## src/verilog/hms_map.svh

```systemverilog
`ifndef HMS_MAP_SVH
`define HMS_MAP_SVH

// ----------------------------------------
// object dictionary addresses
// ----------------------------------------
`define HMS_IDX_METHOD 16'h6098
`define HMS_SUB_METHOD 8'h00
`define HMS_IDX_SAVE 16'h1010
`define HMS_SUB_SAVE 8'h01
`define HMS_PAR_MODE 16'h046a
`define HMS_METHOD_RST 8'h00

// ----------------------------------------
// method code boundaries
// ----------------------------------------
`define HMS_M_NONE 8'h00
`define HMS_M_LIM_LAST 8'h02
`define HMS_M_HSW_POS_LAST 8'h04
`define HMS_M_HSW_NEG_FIRST 8'h05
`define HMS_M_HSW_LAST 8'h06
`define HMS_M_SCAN_FIRST 8'h07
`define HMS_M_REF_LAST 8'h0e
`define HMS_M_NOREF_OFS 8'h10
`define HMS_M_LAST 8'h1e
`define HMS_M_REF_NEG 8'h21
`define HMS_M_REF_POS 8'h22
`define HMS_M_CUR 8'h23

`endif

```

## src/verilog/hms_pkg.sv

```systemverilog
`include "hms_map.svh"

package hms_pkg;

  typedef enum logic [2:0] {
    HMS_K_NONE = 3'h0,
    HMS_K_LIM = 3'h1,
    HMS_K_HSW = 3'h2,
    HMS_K_SCAN = 3'h3,
    HMS_K_REF = 3'h4,
    HMS_K_CUR = 3'h5
  } hms_kind_t;

  typedef struct packed {
    logic valid;
    hms_kind_t kind;
    logic dir;
    logic use_ref;
    logic side;
    logic edge_r;
  } hms_dec_t;

  typedef enum logic [2:0] {
    HMS_S_IDLE = 3'b000,
    HMS_S_SEEK = 3'b001,
    HMS_S_REFS = 3'b011,
    HMS_S_DONE = 3'b010,
    HMS_S_FAIL = 3'b110
  } hms_state_t;

  typedef enum logic [1:0] {
    HMS_B_READ = 2'b00,
    HMS_B_LOAD = 2'b01,
    HMS_B_RUN = 2'b11
  } hms_boot_t;

endpackage : hms_pkg

```

## src/verilog/hms_top.sv

```systemverilog
// Overview of operation
// - rw signed 8-bit selector, resets zero
// - each accepted write forwarded to homing-mode parameter
// - save command stores written selector
// - power-up restores saved selector, overwrites parameter
// - code zero: no homing, position kept
// - codes 1,2: limit switch, then ref mark
// - codes 3,4: positive home switch, ref mark
// - codes 5,6: negative home switch, ref mark
// - codes 7-10: positive search, reverse, ref mark
// - codes 11-14: negative search, reverse, ref mark
// - codes 17,18: limit switch, no ref mark
// - codes 23-26: positive search, reverse, edge only
// - codes 27-30: negative search, reverse, edge only
// - codes 33,34: first ref mark neg/pos
// - code 35: load home offset as position
`include "hms_map.svh"
`timescale 1ns/1ps
`default_nettype none

module hms_top
  import hms_pkg::*;
#(
  parameter int POS_W = 32
) (
  // clock and reset
  input wire logic ref_clk_i,
  input wire logic rst_i,
  // object dictionary access
  input wire logic od_req_i,
  input wire logic od_wr_i,
  input wire logic [15:0] od_index_i,
  input wire logic [7:0] od_subidx_i,
  input wire logic [7:0] od_wdata_i,
  output logic od_ack_o,
  output logic od_abort_o,
  output logic [7:0] od_rdata_o,
  // drive parameter write
  output logic par_wr_o,
  output logic [15:0] par_num_o,
  output logic [7:0] par_data_o,
  // non-volatile store erase
  input wire logic nv_clear_i,
  // operating mode and command
  input wire logic motion_ctrl_i,
  input wire logic homing_mode_i,
  input wire logic home_start_i,
  // switches and encoder
  input wire logic lim_neg_i,
  input wire logic lim_pos_i,
  input wire logic home_sw_i,
  input wire logic ref_mark_i,
  input wire logic [POS_W-1:0] home_offset_i,
  // motion and result
  output logic drive_pos_o,
  output logic drive_neg_o,
  output logic creep_o,
  output logic busy_o,
  output logic done_o,
  output logic error_o,
  output logic pos_load_o,
  output logic [POS_W-1:0] pos_value_o
);

  // ----------------------------------------
  // method decoding
  // ----------------------------------------
  function automatic hms_dec_t hms_decode(input logic [7:0] m);
    hms_dec_t d;
    logic [7:0] b;
    logic [7:0] i;
    d.valid = 1'b1;
    d.kind = HMS_K_NONE;
    d.dir = 1'b0;
    d.use_ref = 1'b0;
    d.side = 1'b0;
    d.edge_r = 1'b0;
    b = m;
    i = 8'h00;
    if (m == `HMS_M_NONE) begin
      d.kind = HMS_K_NONE;
    end else if (m <= `HMS_M_LAST && m != `HMS_M_REF_LAST + 8'h01 &&
                 m != `HMS_M_NOREF_OFS) begin
      // upper half mirrors lower half without ref
      if (m > `HMS_M_NOREF_OFS) begin
        b = m - `HMS_M_NOREF_OFS;
      end
      d.use_ref = (m <= `HMS_M_REF_LAST);
      if (b <= `HMS_M_LIM_LAST) begin
        // limit target, ref search backs off
        d.kind = HMS_K_LIM;
        d.dir = (b == `HMS_M_LIM_LAST);
        d.side = ~d.dir;
      end else if (b <= `HMS_M_HSW_LAST) begin
        d.kind = HMS_K_HSW;
        d.dir = (b <= `HMS_M_HSW_POS_LAST);
        d.side = (b == `HMS_M_HSW_POS_LAST) || (b == `HMS_M_HSW_NEG_FIRST);
      end else begin
        d.kind = HMS_K_SCAN;
        i = b - `HMS_M_SCAN_FIRST;
        d.dir = ~i[2];
        d.side = i[2] ? ~i[0] : i[0];
        d.edge_r = i[2] ? ~i[1] : i[1];
      end
    end else if (m == `HMS_M_REF_NEG || m == `HMS_M_REF_POS) begin
      d.kind = HMS_K_REF;
      d.dir = (m == `HMS_M_REF_POS);
    end else if (m == `HMS_M_CUR) begin
      d.kind = HMS_K_CUR;
    end else begin
      d.valid = 1'b0;
    end
    return d;
  endfunction : hms_decode

  // ----------------------------------------
  // selector, dictionary and boot
  // ----------------------------------------
  hms_boot_t boot_r;
  hms_boot_t boot_nxt;
  logic [7:0] method_r;
  logic [7:0] method_nxt;
  logic dirty_r;
  logic dirty_nxt;
  logic ack_r;
  logic ack_nxt;
  logic abort_r;
  logic abort_nxt;
  logic [7:0] rdata_r;
  logic [7:0] rdata_nxt;
  logic par_wr_r;
  logic par_wr_nxt;
  logic [7:0] par_data_r;
  logic [7:0] par_data_nxt;
  logic nv_wr_r;
  logic nv_wr_nxt;
  logic [7:0] nv_rdata;
  logic nv_valid;
  logic hit_method;
  logic hit_save;
  hms_dec_t nv_dec;
  hms_dec_t wd_dec;

  hms_nvstore #(
    .DW(8)
  ) u_nv (
    .clk_i(ref_clk_i),
    .clear_i(nv_clear_i),
    .wr_i(nv_wr_r),
    .wdata_i(method_r),
    .rdata_o(nv_rdata),
    .valid_o(nv_valid)
  );

  assign hit_method = (od_index_i == `HMS_IDX_METHOD) && (od_subidx_i == `HMS_SUB_METHOD);
  assign hit_save = (od_index_i == `HMS_IDX_SAVE) && (od_subidx_i == `HMS_SUB_SAVE);
  assign nv_dec = hms_decode(nv_rdata);
  assign wd_dec = hms_decode(od_wdata_i);

  always_comb begin
    boot_nxt = boot_r;
    method_nxt = method_r;
    dirty_nxt = dirty_r;
    ack_nxt = 1'b0;
    abort_nxt = 1'b0;
    rdata_nxt = rdata_r;
    par_wr_nxt = 1'b0;
    par_data_nxt = par_data_r;
    nv_wr_nxt = 1'b0;
    case (boot_r)
      HMS_B_READ: begin
        boot_nxt = HMS_B_LOAD;
      end
      HMS_B_LOAD: begin
        boot_nxt = HMS_B_RUN;
        if (nv_valid && nv_dec.valid) begin
          method_nxt = nv_rdata;
          par_wr_nxt = 1'b1;
          par_data_nxt = nv_rdata;
        end
      end
      default: begin
      end
    endcase
    if (od_req_i) begin
      // requests during the boot restore are refused
      if (boot_r != HMS_B_RUN) begin
        abort_nxt = 1'b1;
      end else if (hit_method && !od_wr_i) begin
        rdata_nxt = method_r;
        ack_nxt = 1'b1;
      end else if (hit_method) begin
        if (wd_dec.valid) begin
          method_nxt = od_wdata_i;
          dirty_nxt = 1'b1;
          ack_nxt = 1'b1;
          par_wr_nxt = 1'b1;
          par_data_nxt = od_wdata_i;
        end else begin
          abort_nxt = 1'b1;
        end
      end else if (hit_save && od_wr_i) begin
        nv_wr_nxt = dirty_r;
        dirty_nxt = 1'b0;
        ack_nxt = 1'b1;
      end else begin
        abort_nxt = 1'b1;
      end
    end
  end

  always_ff @(posedge ref_clk_i) begin
    if (rst_i) begin
      boot_r <= HMS_B_READ;
      method_r <= `HMS_METHOD_RST;
      dirty_r <= 1'b0;
      ack_r <= 1'b0;
      abort_r <= 1'b0;
      rdata_r <= 8'h00;
      par_wr_r <= 1'b0;
      par_data_r <= 8'h00;
      nv_wr_r <= 1'b0;
    end else begin
      boot_r <= boot_nxt;
      method_r <= method_nxt;
      dirty_r <= dirty_nxt;
      ack_r <= ack_nxt;
      abort_r <= abort_nxt;
      rdata_r <= rdata_nxt;
      par_wr_r <= par_wr_nxt;
      par_data_r <= par_data_nxt;
      nv_wr_r <= nv_wr_nxt;
    end
  end

  // ----------------------------------------
  // homing sequencer
  // ----------------------------------------
  hms_state_t st_r;
  hms_state_t st_nxt;
  hms_dec_t dec_r;
  hms_dec_t dec_nxt;
  logic dir_r;
  logic dir_nxt;
  logic rev_r;
  logic rev_nxt;
  logic sw_prev_r;
  logic load_r;
  logic load_nxt;
  logic [POS_W-1:0] pos_r;
  logic [POS_W-1:0] pos_nxt;
  logic lim_ahead;
  logic sw_rise;
  logic sw_fall;
  logic edge_hit;
  logic enabled;
  hms_dec_t dec_now;

  // only in homing mode of motion control
  assign enabled = motion_ctrl_i && homing_mode_i;
  assign dec_now = hms_decode(method_r);
  assign lim_ahead = dir_r ? lim_pos_i : lim_neg_i;
  assign sw_rise = home_sw_i && !sw_prev_r;
  assign sw_fall = !home_sw_i && sw_prev_r;
  // moving positive, a left edge rises; moving negative, it falls
  assign edge_hit = dir_r ? (dec_r.edge_r ? sw_fall : sw_rise)
                          : (dec_r.edge_r ? sw_rise : sw_fall);

  always_comb begin
    st_nxt = st_r;
    dec_nxt = dec_r;
    dir_nxt = dir_r;
    rev_nxt = rev_r;
    load_nxt = 1'b0;
    pos_nxt = pos_r;
    if (!enabled) begin
      if (st_r == HMS_S_SEEK || st_r == HMS_S_REFS) begin
        st_nxt = HMS_S_IDLE;
      end
    end else if (st_r != HMS_S_SEEK && st_r != HMS_S_REFS) begin
      if (home_start_i && boot_r == HMS_B_RUN) begin
        dec_nxt = dec_now;
        dir_nxt = dec_now.dir;
        rev_nxt = 1'b0;
        case (dec_now.kind)
          HMS_K_LIM, HMS_K_SCAN: begin
            st_nxt = HMS_S_SEEK;
          end
          HMS_K_HSW: begin
            // head toward the switch edge from either side
            dir_nxt = dec_now.dir ? !home_sw_i : home_sw_i;
            st_nxt = HMS_S_SEEK;
          end
          HMS_K_REF: begin
            st_nxt = HMS_S_REFS;
          end
          HMS_K_CUR: begin
            load_nxt = 1'b1;
            pos_nxt = home_offset_i;
            st_nxt = HMS_S_DONE;
          end
          default: begin
            st_nxt = HMS_S_DONE;
          end
        endcase
      end
    end else if (st_r == HMS_S_SEEK) begin
      case (dec_r.kind)
        HMS_K_LIM: begin
          if (lim_ahead) begin
            dir_nxt = dec_r.side;
            st_nxt = dec_r.use_ref ? HMS_S_REFS : HMS_S_DONE;
          end
        end
        HMS_K_HSW: begin
          if (home_sw_i != sw_prev_r) begin
            dir_nxt = dec_r.side;
            st_nxt = dec_r.use_ref ? HMS_S_REFS : HMS_S_DONE;
          end else if (lim_ahead) begin
            st_nxt = HMS_S_FAIL;
          end
        end
        default: begin
          if (edge_hit) begin
            dir_nxt = dec_r.side;
            st_nxt = dec_r.use_ref ? HMS_S_REFS : HMS_S_DONE;
          end else if (lim_ahead && rev_r) begin
            st_nxt = HMS_S_FAIL;
          end else if (lim_ahead) begin
            dir_nxt = !dir_r;
            rev_nxt = 1'b1;
          end
        end
      endcase
    end else begin
      // first ref mark ends the search
      if (ref_mark_i) begin
        st_nxt = HMS_S_DONE;
      end else if (lim_ahead) begin
        st_nxt = HMS_S_FAIL;
      end
    end
  end

  always_ff @(posedge ref_clk_i) begin
    if (rst_i) begin
      st_r <= HMS_S_IDLE;
      dec_r <= '0;
      dir_r <= 1'b0;
      rev_r <= 1'b0;
      sw_prev_r <= 1'b0;
      load_r <= 1'b0;
      pos_r <= '0;
      drive_pos_o <= 1'b0;
      drive_neg_o <= 1'b0;
      creep_o <= 1'b0;
      busy_o <= 1'b0;
      done_o <= 1'b0;
      error_o <= 1'b0;
    end else begin
      st_r <= st_nxt;
      dec_r <= dec_nxt;
      dir_r <= dir_nxt;
      rev_r <= rev_nxt;
      sw_prev_r <= home_sw_i;
      load_r <= load_nxt;
      pos_r <= pos_nxt;
      drive_pos_o <= (st_nxt == HMS_S_SEEK || st_nxt == HMS_S_REFS) && dir_nxt;
      drive_neg_o <= (st_nxt == HMS_S_SEEK || st_nxt == HMS_S_REFS) && !dir_nxt;
      creep_o <= (st_nxt == HMS_S_REFS);
      busy_o <= (st_nxt == HMS_S_SEEK || st_nxt == HMS_S_REFS);
      done_o <= (st_nxt == HMS_S_DONE);
      error_o <= (st_nxt == HMS_S_FAIL);
    end
  end

  // ----------------------------------------
  // outputs
  // ----------------------------------------
  assign od_ack_o = ack_r;
  assign od_abort_o = abort_r;
  assign od_rdata_o = rdata_r;
  assign par_wr_o = par_wr_r;
  assign par_num_o = `HMS_PAR_MODE;
  assign par_data_o = par_data_r;
  assign pos_load_o = load_r;
  assign pos_value_o = pos_r;

endmodule : hms_top

`default_nettype wire

```

## src/verilog/hms_nvstore.sv

```systemverilog
`timescale 1ns/1ps
`default_nettype none

// ----------------------------------------
// non-volatile selector store
// ----------------------------------------
// no reset on purpose: contents must survive rst_i like a power cycle
module hms_nvstore #(
  parameter int DW = 8
) (
  // clock
  input wire logic clk_i,
  // erase of the store
  input wire logic clear_i,
  // write port
  input wire logic wr_i,
  input wire logic [DW-1:0] wdata_i,
  // read port
  output logic [DW-1:0] rdata_o,
  output logic valid_o
);

  logic [DW-1:0] mem_r;
  logic [DW-1:0] mem_nxt;
  logic valid_r;
  logic valid_nxt;
  logic [DW-1:0] rd_r;

  always_comb begin
    mem_nxt = mem_r;
    valid_nxt = valid_r;
    // a save landing with an erase wins, so a fresh value is never lost
    if (wr_i) begin
      mem_nxt = wdata_i;
      valid_nxt = 1'b1;
    end else if (clear_i) begin
      valid_nxt = 1'b0;
    end
  end

  always_ff @(posedge clk_i) begin
    mem_r <= mem_nxt;
    valid_r <= valid_nxt;
    rd_r <= mem_r;
  end

  assign rdata_o = rd_r;
  assign valid_o = valid_r;

endmodule : hms_nvstore

`default_nettype wire

```

## config.mk

```make
export PLATFORM = sky130hd
export DESIGN_NAME = hms_top
export DESIGN_NICKNAME = d
export VERILOG_FILES = /design/src/verilog/hms_pkg.sv /design/src/verilog/hms_top.sv /design/src/verilog/hms_nvstore.sv
export VERILOG_INCLUDE_DIRS = /design/src /design/src/verilog
export SDC_FILE = /design/constraint.sdc
export NUM_CORES = 1
export LEC_CHECK = 0
export ABC_AREA = 1
export BUFFER_PORTS_ARGS = -buffer_cell sky130_fd_sc_hd__buf_2
export CORE_UTILIZATION = 53
export CTS_BUF_LIST = sky130_fd_sc_hd__clkbuf_4
export DETAILED_ROUTE_END_ITERATION = 16
export PLACE_DENSITY = 0.82
export SLEW_MARGIN = 10
export SYNTH_ARGS = -nofsm -noshare
export SYNTH_HDL_FRONTEND = slang
export SYNTH_HIERARCHICAL = 1
export SYNTH_SLANG_ARGS = --single-unit
```

## constraint.sdc

```tcl
create_clock -name ref_clk_i -period 3.32 [get_ports ref_clk_i]
set_clock_uncertainty 0.2 [all_clocks]
set_input_delay 0.498 -clock ref_clk_i [delete_from_list [all_inputs] [get_ports ref_clk_i]]
set_output_delay 0.498 -clock ref_clk_i [all_outputs]
set_load 0.01 [all_outputs]
```

==> results of run 1 <==
[through the flow]
stage | instance area (µm²) | setup slack (ns) | power, mW | std cells | hold slack [ns]
after global routing | 5610 | 0.343 | 2.02 | 887 | 0.0538
after floorplan | 4840 | 1.01 | 1.32 | 659 | 0.123
after global placement | 5480 | 0.673 | 1.37 | 871 | 0.124
final | 5610 | 0.615 | 1.93 | 887 | 0.0660
after CTS | 5610 | 0.657 | 1.95 | 887 | 0.0453
after detailed placement | 5480 | 0.516 | 1.38 | 871 | 0.127
[per-layer routing]
metal  GRT usage, %  vias to the layer above  wire length (µm)
li1               -                     2380                 -
met1           31.6                     2169              5070
met2           43.3                      205              5620
met3           5.61                       25               981
met4           9.18                        0               208
met5              0                        -                 0
[cell type report]
| class | instances | share of cell area (%) |
|---|---|---|
| multi-input cells | 449 | 40.6 |
| clock inverters | 7 | 1.07 |
| repair buffers | 141 | 12.9 |
| clock buffers | 9 | 1.21 |
| inverters | 74 | 4.95 |
| well taps | 108 | 2.41 |
| flip-flops and latches | 99 | 36.8 |
[cells in the final DEF (no fill, tap or decap), types with 2 or more instances in the layout]
| cell | synthesis | final |
|---|---|---|
| a211oi_1 | 3 | 3 |
| a21oi_1 | 26 | 26 |
| a31oi_1 | 14 | 14 |
| buf_2 | 4 | 133 |
| buf_4 | 16 | 8 |
| clkbuf_4 | 0 | 9 |
| clkinv_4 | 0 | 3 |
| conb_1 | 2 | 16 |
| dfxtp_1 | 91 | 91 |
| edfxtp_1 | 8 | 8 |
| ha_1 | 10 | 10 |
| inv_1 | 67 | 67 |
| inv_2 | 7 | 7 |
| inv_8 | 0 | 2 |
| nand2_1 | 100 | 100 |
| nand2_2 | 5 | 5 |
| nand2_4 | 2 | 2 |
| nand3_1 | 35 | 35 |
| nand4_1 | 12 | 12 |
| nor2_1 | 86 | 86 |
| nor2_2 | 2 | 2 |
| nor3_1 | 38 | 38 |
| nor4_1 | 10 | 10 |
| o2111ai_1 | 5 | 5 |
| o21a_1 | 8 | 8 |
| o21ai_0 | 24 | 24 |
| o21ai_1 | 30 | 30 |
| o21bai_1 | 2 | 2 |
| o31ai_1 | 3 | 3 |
| xnor2_1 | 3 | 3 |
| xor2_1 | 2 | 2 |
[kinds of logic (layout without fill, tap and decap cells)]
| kind of cell | count (synthesis) | after routing | synth area share, % |
|---|---|---|---|
| AOI/OAI and AO/OA | 122 | 122 | 15.0 |
| xor gates and xnor gates | 5 | 5 | 0.914 |
| adders and majority gates | 10 | 10 | 2.61 |
| buffers and inverters | 111 | 231 | 10.5 |
| DFF | 99 | 99 | 43.0 |
| other | 2 | 16 | 0.157 |
| and+or+nand+nor | 296 | 296 | 27.7 |
[sequential cells by signal (all words and copies together) (netlist names), 2 cells and up]
register	cells
st_r	3
pos_value_o	32
od_rdata_o	8
method_r	8
dec_r	6
u_nv/rdata_o	8
boot_r	2
u_nv/mem_r	8
par_data_o	8
[critical path: stages (launching register included)]
cell	delay (ns)
dfxtp_1	0.42
inv_1	0.16
ha_1	0.17
inv_1	0.05
nor2_1	0.20
nand2_2	0.13
nand2_2	0.12
nand2_1	0.09
nand2_1	0.10
nand2_1	0.06
nor2_1	0.13
nand2_1	0.11
nand2_1	0.07
inv_1	0.06
nand3_1	0.09
inv_1	0.05
nand3_1	0.07
nand2_1	0.05
nand3_1	0.08
nand2_1	0.07
nand2_1	0.08
nor2_1	0.04
[path summary, 6_finish.rpt]
kind	from	endpoint	slack, ns	depth (start not counted)
setup / recovery	method_r[5]	dir_r	0.62	21
hold / removal	nv_clear_i	u_nv/valid_o	0.07	4
setup reg to reg	method_r[5]	dir_r	0.62	21
hold reg to reg	u_nv/mem_r[4]	u_nv/rdata_o[4]	0.16	0
[power by group through the flow]
| stage | Clock, mW | Sequential [mW] | Combinational (mW) |
|---|---|---|---|
| after CTS | 0.595 | 1.21 | 0.141 |
| after detailed placement | 0 | 1.24 | 0.140 |
| after floorplan | 0 | 1.24 | 0.0866 |
| final | 0.578 | 1.21 | 0.142 |
| after global routing | 0.646 | 1.21 | 0.160 |
| after global placement | 0 | 1.24 | 0.136 |
==> results.py, run 1 <==
metrics = {
    "synth": {
        "syn_area_um2": 4790,
        "synth_area_leaders": "dfxtp_1, nand2_1, nor2_1, inv_1, edfxtp_1",
        "synth_cells": 645,
        "seq_area_frac_synth_pct": 43.0,
        "synth_area_per_cell_um2": 7.43,
        "yosys_warnings": 6,
        "synth_common_cells": "nand2_1, dfxtp_1, nor2_1",
        "yosysTopAreaCell": "dfxtp_1",
        "ys_async_sr_fraction_pct": 0,
        "synth_cell_type_count": 44,
        "yosysMostFrequentCell": "nand2_1",
        "ys_seq_elements": 99,
        "synthFlopType": "dfxtp_1",
        "yosys.area.top_type_share_pct": 38.0,
        "synth_edf_count": 8,
    },
    "routing": {
        "avgViaCountPerCell": 5.39,
        "ant_nets": 0,
        "routed_wl_um": 11900,
        "firstDrtPassIters": 6,
        "drt_iter0_drc": 339,
        "drc": 0,
        "vias": 4779,
        "wire_per_inst_um": 13.4,
    },
    "final_layout": {
        "antennaDiodeCount": 0,
        "areaGrowthSynthToFinish_pct": 17.0,
        "fin_nets": 860,
        "seq_area_um2": 2060,
        "drive_gt1_share_pct": 22.7,
        "multiInputGateArea_um2": 2280,
        "nFillCells": 780,
        "utilization_pct": 64.3,
    },
    "critical_path": {
        "crit_fanout": 7,
        "critPathKind": "flip-flop to flip-flop",
        "endpoint_kind": "flip-flop",
        "start_kind": "flip-flop",
        "cp.required_ns": 3.46,
        "arrival_ns": 2.84,
    },
    "cts": {
        "cts-hold-fix-buffers": 0,
        "worstSkewPairLatency_ns": 0.44,
        "clk_pin_slew_ns": 0.17,
        "cts_max_level": 3,
        "cts.sinks": 99,
        "ctsResizeCount": 0,
        "clk_path_buf_depth": 2,
        "cts_made_buffers": 9,
        "root_buffer": "clkbuf_4",
        "cts_setup_buffers": 0,
        "tritoncts": "done",
    },
    "timing": {
        "setup_violations": 0,
        "tns_ns": 0,
        "finalCriticalPeriod_ns": 2.70,
        "rsz0062_at_grt": "no",
        "slew_headroom_pct": 55.1,
        "fmax_mhz": 370,
        "tightestPinTransition_ns": 0.672,
        "min_period_over_period_pct": 81.5,
        "hold_viol": 0,
        "drv_slew": 0,
    },
    "pwr": {
        "p_switching_mw": 0.503,
        "p_int_mw": 1.43,
        "power_frac_seq_pct": 62.7,
        "p_per_area_nw_per_um2": 345,
        "p_leak_nw": 2.77,
        "power_frac_clock_pct": 29.9,
        "pwr-share-comb_pct": 7.4,
        "ir_drop_mv": 0.207,
        "switching_share_pct": 26.0,
    },
    "floorplanning": {
        "core-area_um2": 8720,
        "die_area_um2": 9430,
        "start_util_pct": 54.9,
        "rows": 34,
        "io_pins": 150,
        "fp.dieW_um": 97.1,
        "fp.dieH_um": 97.1,
    },
    "place": {
        "place_congestion": 0.970,
        "hpwl_um": 9090,
        "numPortBuffers": 133,
    },
    "run": {
        "drv_cap": 0,
    },
    "global_route": {
        "grt_pass1_vias": 4489,
        "grt_usage_pct": 25.4,
        "antenna_found_initial": 0,
        "gr-total-overflow": 0,
        "grt_pass1_wl_um": 19800,
        "grt_max_degree": 34,
    },
    "worst_hold_path": {
        "holdCritPathClass": "primary input to flip-flop",
    },
    "status": {
        "outcome": "completed",
    },
}
No activity file was read; power rests on OpenSTA's default activity.
==> run 2, diff against run 1 <==
ABC_AREA = 0   (was 1)
CORE_UTILIZATION = 47   (was 53)
PLACE_DENSITY = 0.78   (was 0.82)
clock period = 2.35 ns   (was 3.32 ns; I/O delays follow)
==> results.py, run 2 <==
metrics = {
    "status": {
        "outcome": "complete, but fails checks",
        "violations": "setup timing",
    },
    "timing": {
        "setup_violations": 3,
        "min_period_over_period_pct": 105,
        "whs_ns": 0.0213,
        "tns_ns": -0.185,
        "hold_viol": 0,
        "drv_slew": 0,
        "tightestPinTransition_ns": 0.541,
        "fmax_mhz": 404,
        "slew_headroom_pct": 63.9,
        "finalCriticalPeriod_ns": 2.47,
        "fin_ws_ns": -0.124,
        "rsz0062_at_grt": "yes",
    },
    "synth": {
        "yosys.area.top_type_share_pct": 40.3,
        "ys_async_sr_fraction_pct": 0,
        "yosysTopAreaCell": "dfxtp_1",
        "synth_cell_type_count": 69,
        "syn_area_um2": 4530,
        "synth_edf_count": 8,
        "yosys_warnings": 6,
        "yosysMostFrequentCell": "dfxtp_1",
        "synthFlopType": "dfxtp_1",
        "synth_area_leaders": "dfxtp_1, mux2i_1, nor2_1, edfxtp_1, a21oi_1",
        "synth_cells": 496,
        "synth_area_per_cell_um2": 9.12,
        "synth_common_cells": "dfxtp_1, nor2_1, mux2i_1",
        "ys_seq_elements": 99,
        "seq_area_frac_synth_pct": 45.6,
    },
    "floorplanning": {
        "die_area_um2": 10000,
        "core-area_um2": 9280,
        "fp.dieH_um": 100,
        "rows": 35,
        "io_pins": 150,
        "fp.dieW_um": 100,
        "start_util_pct": 48.7,
    },
    "place": {
        "numPortBuffers": 133,
        "place_congestion": 0.953,
        "dp_slack_ns": -0.168,
        "hpwl_um": 8550,
        "place_area_um2": 5510,
        "dp_cells": 767,
    },
    "worst_hold_path": {
        "holdCritPathClass": "primary input to flip-flop",
    },
    "final_layout": {
        "antennaDiodeCount": 0,
        "drive_gt1_share_pct": 33.6,
        "fin_nets": 772,
        "final_area_um2": 6210,
        "utilization_pct": 66.8,
        "final_cell_mix": "buf_2, dfxtp_1, nor2_1, mux2i_1",
        "largest_register_ffs": 32,
        "layout_commonest_cell": "buf_2",
        "areaGrowthSynthToFinish_pct": 37.1,
        "nFillCells": 714,
        "layoutNonFillerInstCount": 819,
    },
    "pwr": {
        "p_switching_mw": 0.703,
        "power_frac_seq_pct": 59.5,
        "ir_drop_mv": 0.403,
        "p_leak_nw": 3.00,
        "pwr-share-comb_pct": 7.4,
        "switching_share_pct": 24.6,
        "finalPower_mw": 2.86,
        "p_int_mw": 2.15,
        "power_frac_clock_pct": 33.1,
        "p_per_area_nw_per_um2": 460,
    },
    "critical_path": {
        "endpoint_kind": "flip-flop",
        "critPathKind": "flip-flop to flip-flop",
        "cp.required_ns": 2.52,
        "arrival_ns": 2.64,
        "crit_fanout": 6,
        "start_kind": "flip-flop",
    },
    "global_route": {
        "grt_pass1_vias": 4338,
        "grt_max_degree": 34,
        "antenna_found_initial": 0,
        "grt_usage_pct": 25.9,
        "gr-total-overflow": 0,
        "grt_pass1_wl_um": 20500,
    },
    "routing": {
        "drc": 0,
        "wire_per_inst_um": 15.5,
        "ant_nets": 0,
        "avgViaCountPerCell": 5.42,
        "vias": 4439,
        "routed_wl_um": 12700,
        "drt_iter0_drc": 271,
        "firstDrtPassIters": 6,
    },
    "cts": {
        "cts_max_level": 3,
        "root_buffer": "clkbuf_4",
        "clk_pin_slew_ns": 0.16,
        "cts.sinks": 99,
        "tritoncts": "done",
        "clk_path_buf_depth": 2,
        "cts_made_buffers": 9,
        "worstSkewPairLatency_ns": 0.46,
    },
    "run": {
        "drv_cap": 0,
    },
}
run 2: cell count changes in the layout (fill, tap and decap cells not counted), sizes merged, moves of 30 or more:
cell         before  now
dlygate4sd3       0   34
o21ai            55   13
mux2i             0   42
inv              76   14
nand2           107   40
nor3             39    9
run 2: logic make-up after synthesis:
family	count (synthesis)	share of synthesized area, %
fa+ha+maj	10	2.76
mux	43	9.62
compound gates	99	14.3
simple gates	185	20.5
other cells	2	0.166
flops	99	45.6
xor+xnor	7	1.35
buf+inv	51	5.78
run 2: metal layers:
metal  routed length, µm  track usage, %  vias to the layer above
met5                   0               0                        -
met4                 369            10.8                        0
met3                 888            5.64                       33
met2                6180            44.2                      195
met1                5220            31.5                     2100
li1                    -               -                     2111
run 2: final cells by class:
class	instances	area [µm²]	share of cell area [%]
timing repair buffer	205	1330	21.4
multi-input combinational	360	2440	39.3
sequential	99	2080	33.5
tap	129	161	2.60
clock buffer	9	67.6	1.09
clock inverter	6	83.8	1.35
inverter	11	53.8	0.867
run 2: final timing paths:
check / from / to / slack, ns / cells after the start
setup reg to reg: method_r[4] / drive_pos_o / -0.12 / 9
setup / recovery: method_r[4] / drive_pos_o / -0.12 / 9
hold reg to reg: u_nv/mem_r[5] / u_nv/rdata_o[5] / 0.16 / 0
hold / removal: od_wdata_i[3] / par_data_o[3] / 0.02 / 3
run 2: worst max-delay path, cell delays in order, from the launching register on:
cell	delay, ns
dfxtp_4	0.44
inv_6	0.06
ha_4	0.27
nand2_4	0.05
o31ai_4	0.31
nand3_4	0.09
or3_4	0.38
a21o_1	0.19
a31oi_4	0.21
and3b_1	0.19
run 2: power by group through the flow:
| stage | clock network (mW) | registers, mW | logic (mW) |
|---|---|---|---|
| 4_1_cts | 0.957 | 1.70 | 0.203 |
| 2_1_floorplan | 0 | 1.74 | 0.0876 |
| 5_1_grt | 1.03 | 1.70 | 0.229 |
| 6_report | 0.945 | 1.70 | 0.212 |
| 3_3_place_gp | 0 | 1.74 | 0.154 |
| 3_5_place_dp | 0 | 1.74 | 0.160 |
run 2: timing repair:
action | CTS | global route
hold buffers | 34 | 0
cloned | 0 | 1
pin swaps | 9 | 4
resized for setup | 14 | 24
setup buffers | 1 | 1
setup endpoints to repair | 6 | 43
hold endpoints to repair | 36 | 0
==> run 3, diff against run 2 <==
CORE_UTILIZATION = 52   (was 47)
PLACE_DENSITY = 0.82   (was 0.78)
clock period = 2.3 ns   (was 2.35 ns; I/O delays follow)
==> results.py, run 3 (same netlist as run 2, synthesis figures left out) <==
metrics = {
    "timing": {
        "fmax_mhz": 392,
        "finalCriticalPeriod_ns": 2.55,
        "fin_ws_ns": -0.254,
        "tns_ns": -5.34,
        "slew_headroom_pct": 66.1,
        "min_period_over_period_pct": 111,
        "tightestPinTransition_ns": 0.509,
        "drv_slew": 0,
        "hold_viol": 0,
        "setup_violations": 37,
        "rsz0062_at_grt": "yes",
    },
    "pwr": {
        "p_per_area_nw_per_um2": 456,
        "p_leak_nw": 3.03,
        "ir_drop_mv": 0.467,
        "finalPower_mw": 2.91,
    },
    "global_route": {
        "grt_usage_pct": 28.5,
        "gr-total-overflow": 0,
        "grt_pass1_vias": 4297,
        "grt_max_degree": 44,
        "grt_pass1_wl_um": 20000,
        "antenna_found_initial": 0,
    },
    "floorplanning": {
        "fp.dieH_um": 95.3,
        "core-area_um2": 8300,
        "die_area_um2": 9080,
        "start_util_pct": 54.5,
        "rows": 33,
        "fp.dieW_um": 95.3,
        "io_pins": 150,
    },
    "critical_path": {
        "cpMaxStageDelayCell": "dfxtp_4",
        "cpLargestDelayFamily": "compound AO/OA/AOI/OAI gates",
        "start_kind": "flip-flop",
        "critPathKind": "flip-flop to flip-flop",
        "arrival_ns": 2.68,
        "crit_fanout": 8,
        "path_cells": "inv_6, ha_4, buf_4, a41oi_2, o211a_4, nand2_4, o21ai_4, nand3_4, clkbuf_16, mux2i_1, nor2_1",
        "critPathBufInv": 3,
        "cp.required_ns": 2.43,
        "endpoint_kind": "flip-flop",
        "slowest_delay_ns": 0.42,
    },
    "cts": {
        "clk_path_buf_depth": 2,
        "tritoncts": "done",
        "cts_max_level": 3,
        "worstSkewPairLatency_ns": 0.44,
        "clk_pin_slew_ns": 0.16,
        "root_buffer": "clkbuf_4",
        "cts.sinks": 99,
        "cts_made_buffers": 9,
    },
    "final_layout": {
        "seq_area_um2": 2080,
        "antennaDiodeCount": 0,
        "areaGrowthSynthToFinish_pct": 40.9,
        "nFillCells": 487,
        "layout_commonest_cell": "buf_2",
        "largest_register_ffs": 32,
        "multiInputGateArea_um2": 2520,
        "final_cell_mix": "buf_2, dfxtp_1, nor2_1",
        "drive_gt1_share_pct": 35.7,
        "fin_nets": 781,
    },
    "routing": {
        "top_layer": "met4",
        "routed_wl_um": 14100,
        "ant_nets": 0,
        "wl_met1_um": 5540,
        "wl_met3_um": 1090,
        "vias": 4573,
        "drc": 0,
        "firstDrtPassIters": 5,
        "avgViaCountPerCell": 5.68,
        "wl_met2_um": 6870,
        "wire_per_inst_um": 17.5,
        "drt_iter0_drc": 333,
    },
    "run": {
        "drv_cap": 0,
    },
    "place": {
        "place_congestion": 0.931,
        "hpwl_um": 8420,
        "numPortBuffers": 133,
    },
    "worst_hold_path": {
        "holdCritPathClass": "primary input to flip-flop",
    },
    "status": {
        "violations": "setup timing",
        "outcome": "complete, but fails checks",
    },
}
-- run 3: cell types whose count changed in the layout (fill, tap and decap cells not counted), moves of 2 or more --
cell,delta
a211oi_1,-2
mux2i_1,-6
buf_6,+2
mux2i_4,+4
ha_2,+2
ha_1,-2
clkbuf_16,+2
clkbuf_4,+3
nor2_2,-2
buf_4,+3
mux2i_2,+2
a211oi_2,+2
nor2_1,+2
-- run 3: power by group --
part | switching [mW] | total [mW] | leakage (nW) | internal [mW]
combinational | 0.105 | 0.221 | 2.14 | 0.116
sequential | 0.00244 | 1.74 | 0.819 | 1.74
clock | 0.578 | 0.949 | 0.0756 | 0.371
total | 0.686 | 2.91 | 3.03 | 2.22
-- run 3: metrics by stage --
step / instance area, µm² / util (%) / cells / hold slack [ns] / setup WS (ns)
global placement: 5510 / 66.4 / 745 / 0.124 / -0.165
CTS: 6110 / 73.6 / 799 / 0.0251 / -0.180
floorplan: 4660 / - / 510 / 0.123 / -0.0914
detailed placement: 5510 / 66.4 / 745 / 0.127 / -0.259
finish: 6380 / 76.8 / 805 / 0.0478 / -0.254
global route: 6380 / 76.8 / 805 / 0.0461 / -0.290
-- run 3: layer usage --
metal	vias up	GRT usage, %
met5	-	0
met4	0	13.3
met3	57	6.30
met2	252	48.0
met1	2142	34.4
li1	2122	-
-- run 3: area by class of cell --
type / instances / share of cell area, %
Multi-Input combinational cell: 360 / 39.5
Sequential cell: 99 / 32.6
Timing Repair Buffer: 214 / 22.8
Tap cell: 105 / 2.06
Clock buffer: 12 / 1.41
Inverter: 11 / 0.883
Clock inverter: 4 / 0.785
-- run 3: worst paths after layout --
path | from | end | slack (ns) | cells after the start
min reg2reg | u_nv/mem_r[1] | u_nv/rdata_o[1] | 0.16 | 0
max reg2reg | method_r[5] | pos_value_o[22] | -0.25 | 11
min | od_wdata_i[0] | method_r[0] | 0.05 | 3
max | method_r[5] | pos_value_o[22] | -0.25 | 11
-- run 3: timing repair --
item                                   4_1_cts  5_1_grt
setup endpoints to repair                   19       42
cloned                                       0        4
pin swaps                                   15       12
gates resized for setup                     23       33
endpoints found under the hold margin       36        0
buffers inserted                             4        3
hold buffers                                34        0
-- run 3: worst reg2reg max path, stage by stage, from the launching register on --
cell and delay (ns):
dfxtp_4 0.42, inv_6 0.06, ha_4 0.16, buf_4 0.13, a41oi_2 0.20, o211a_4 0.23
nand2_4 0.09, o21ai_4 0.20, nand3_4 0.19, clkbuf_16 0.25, mux2i_1 0.23, nor2_1 0.09
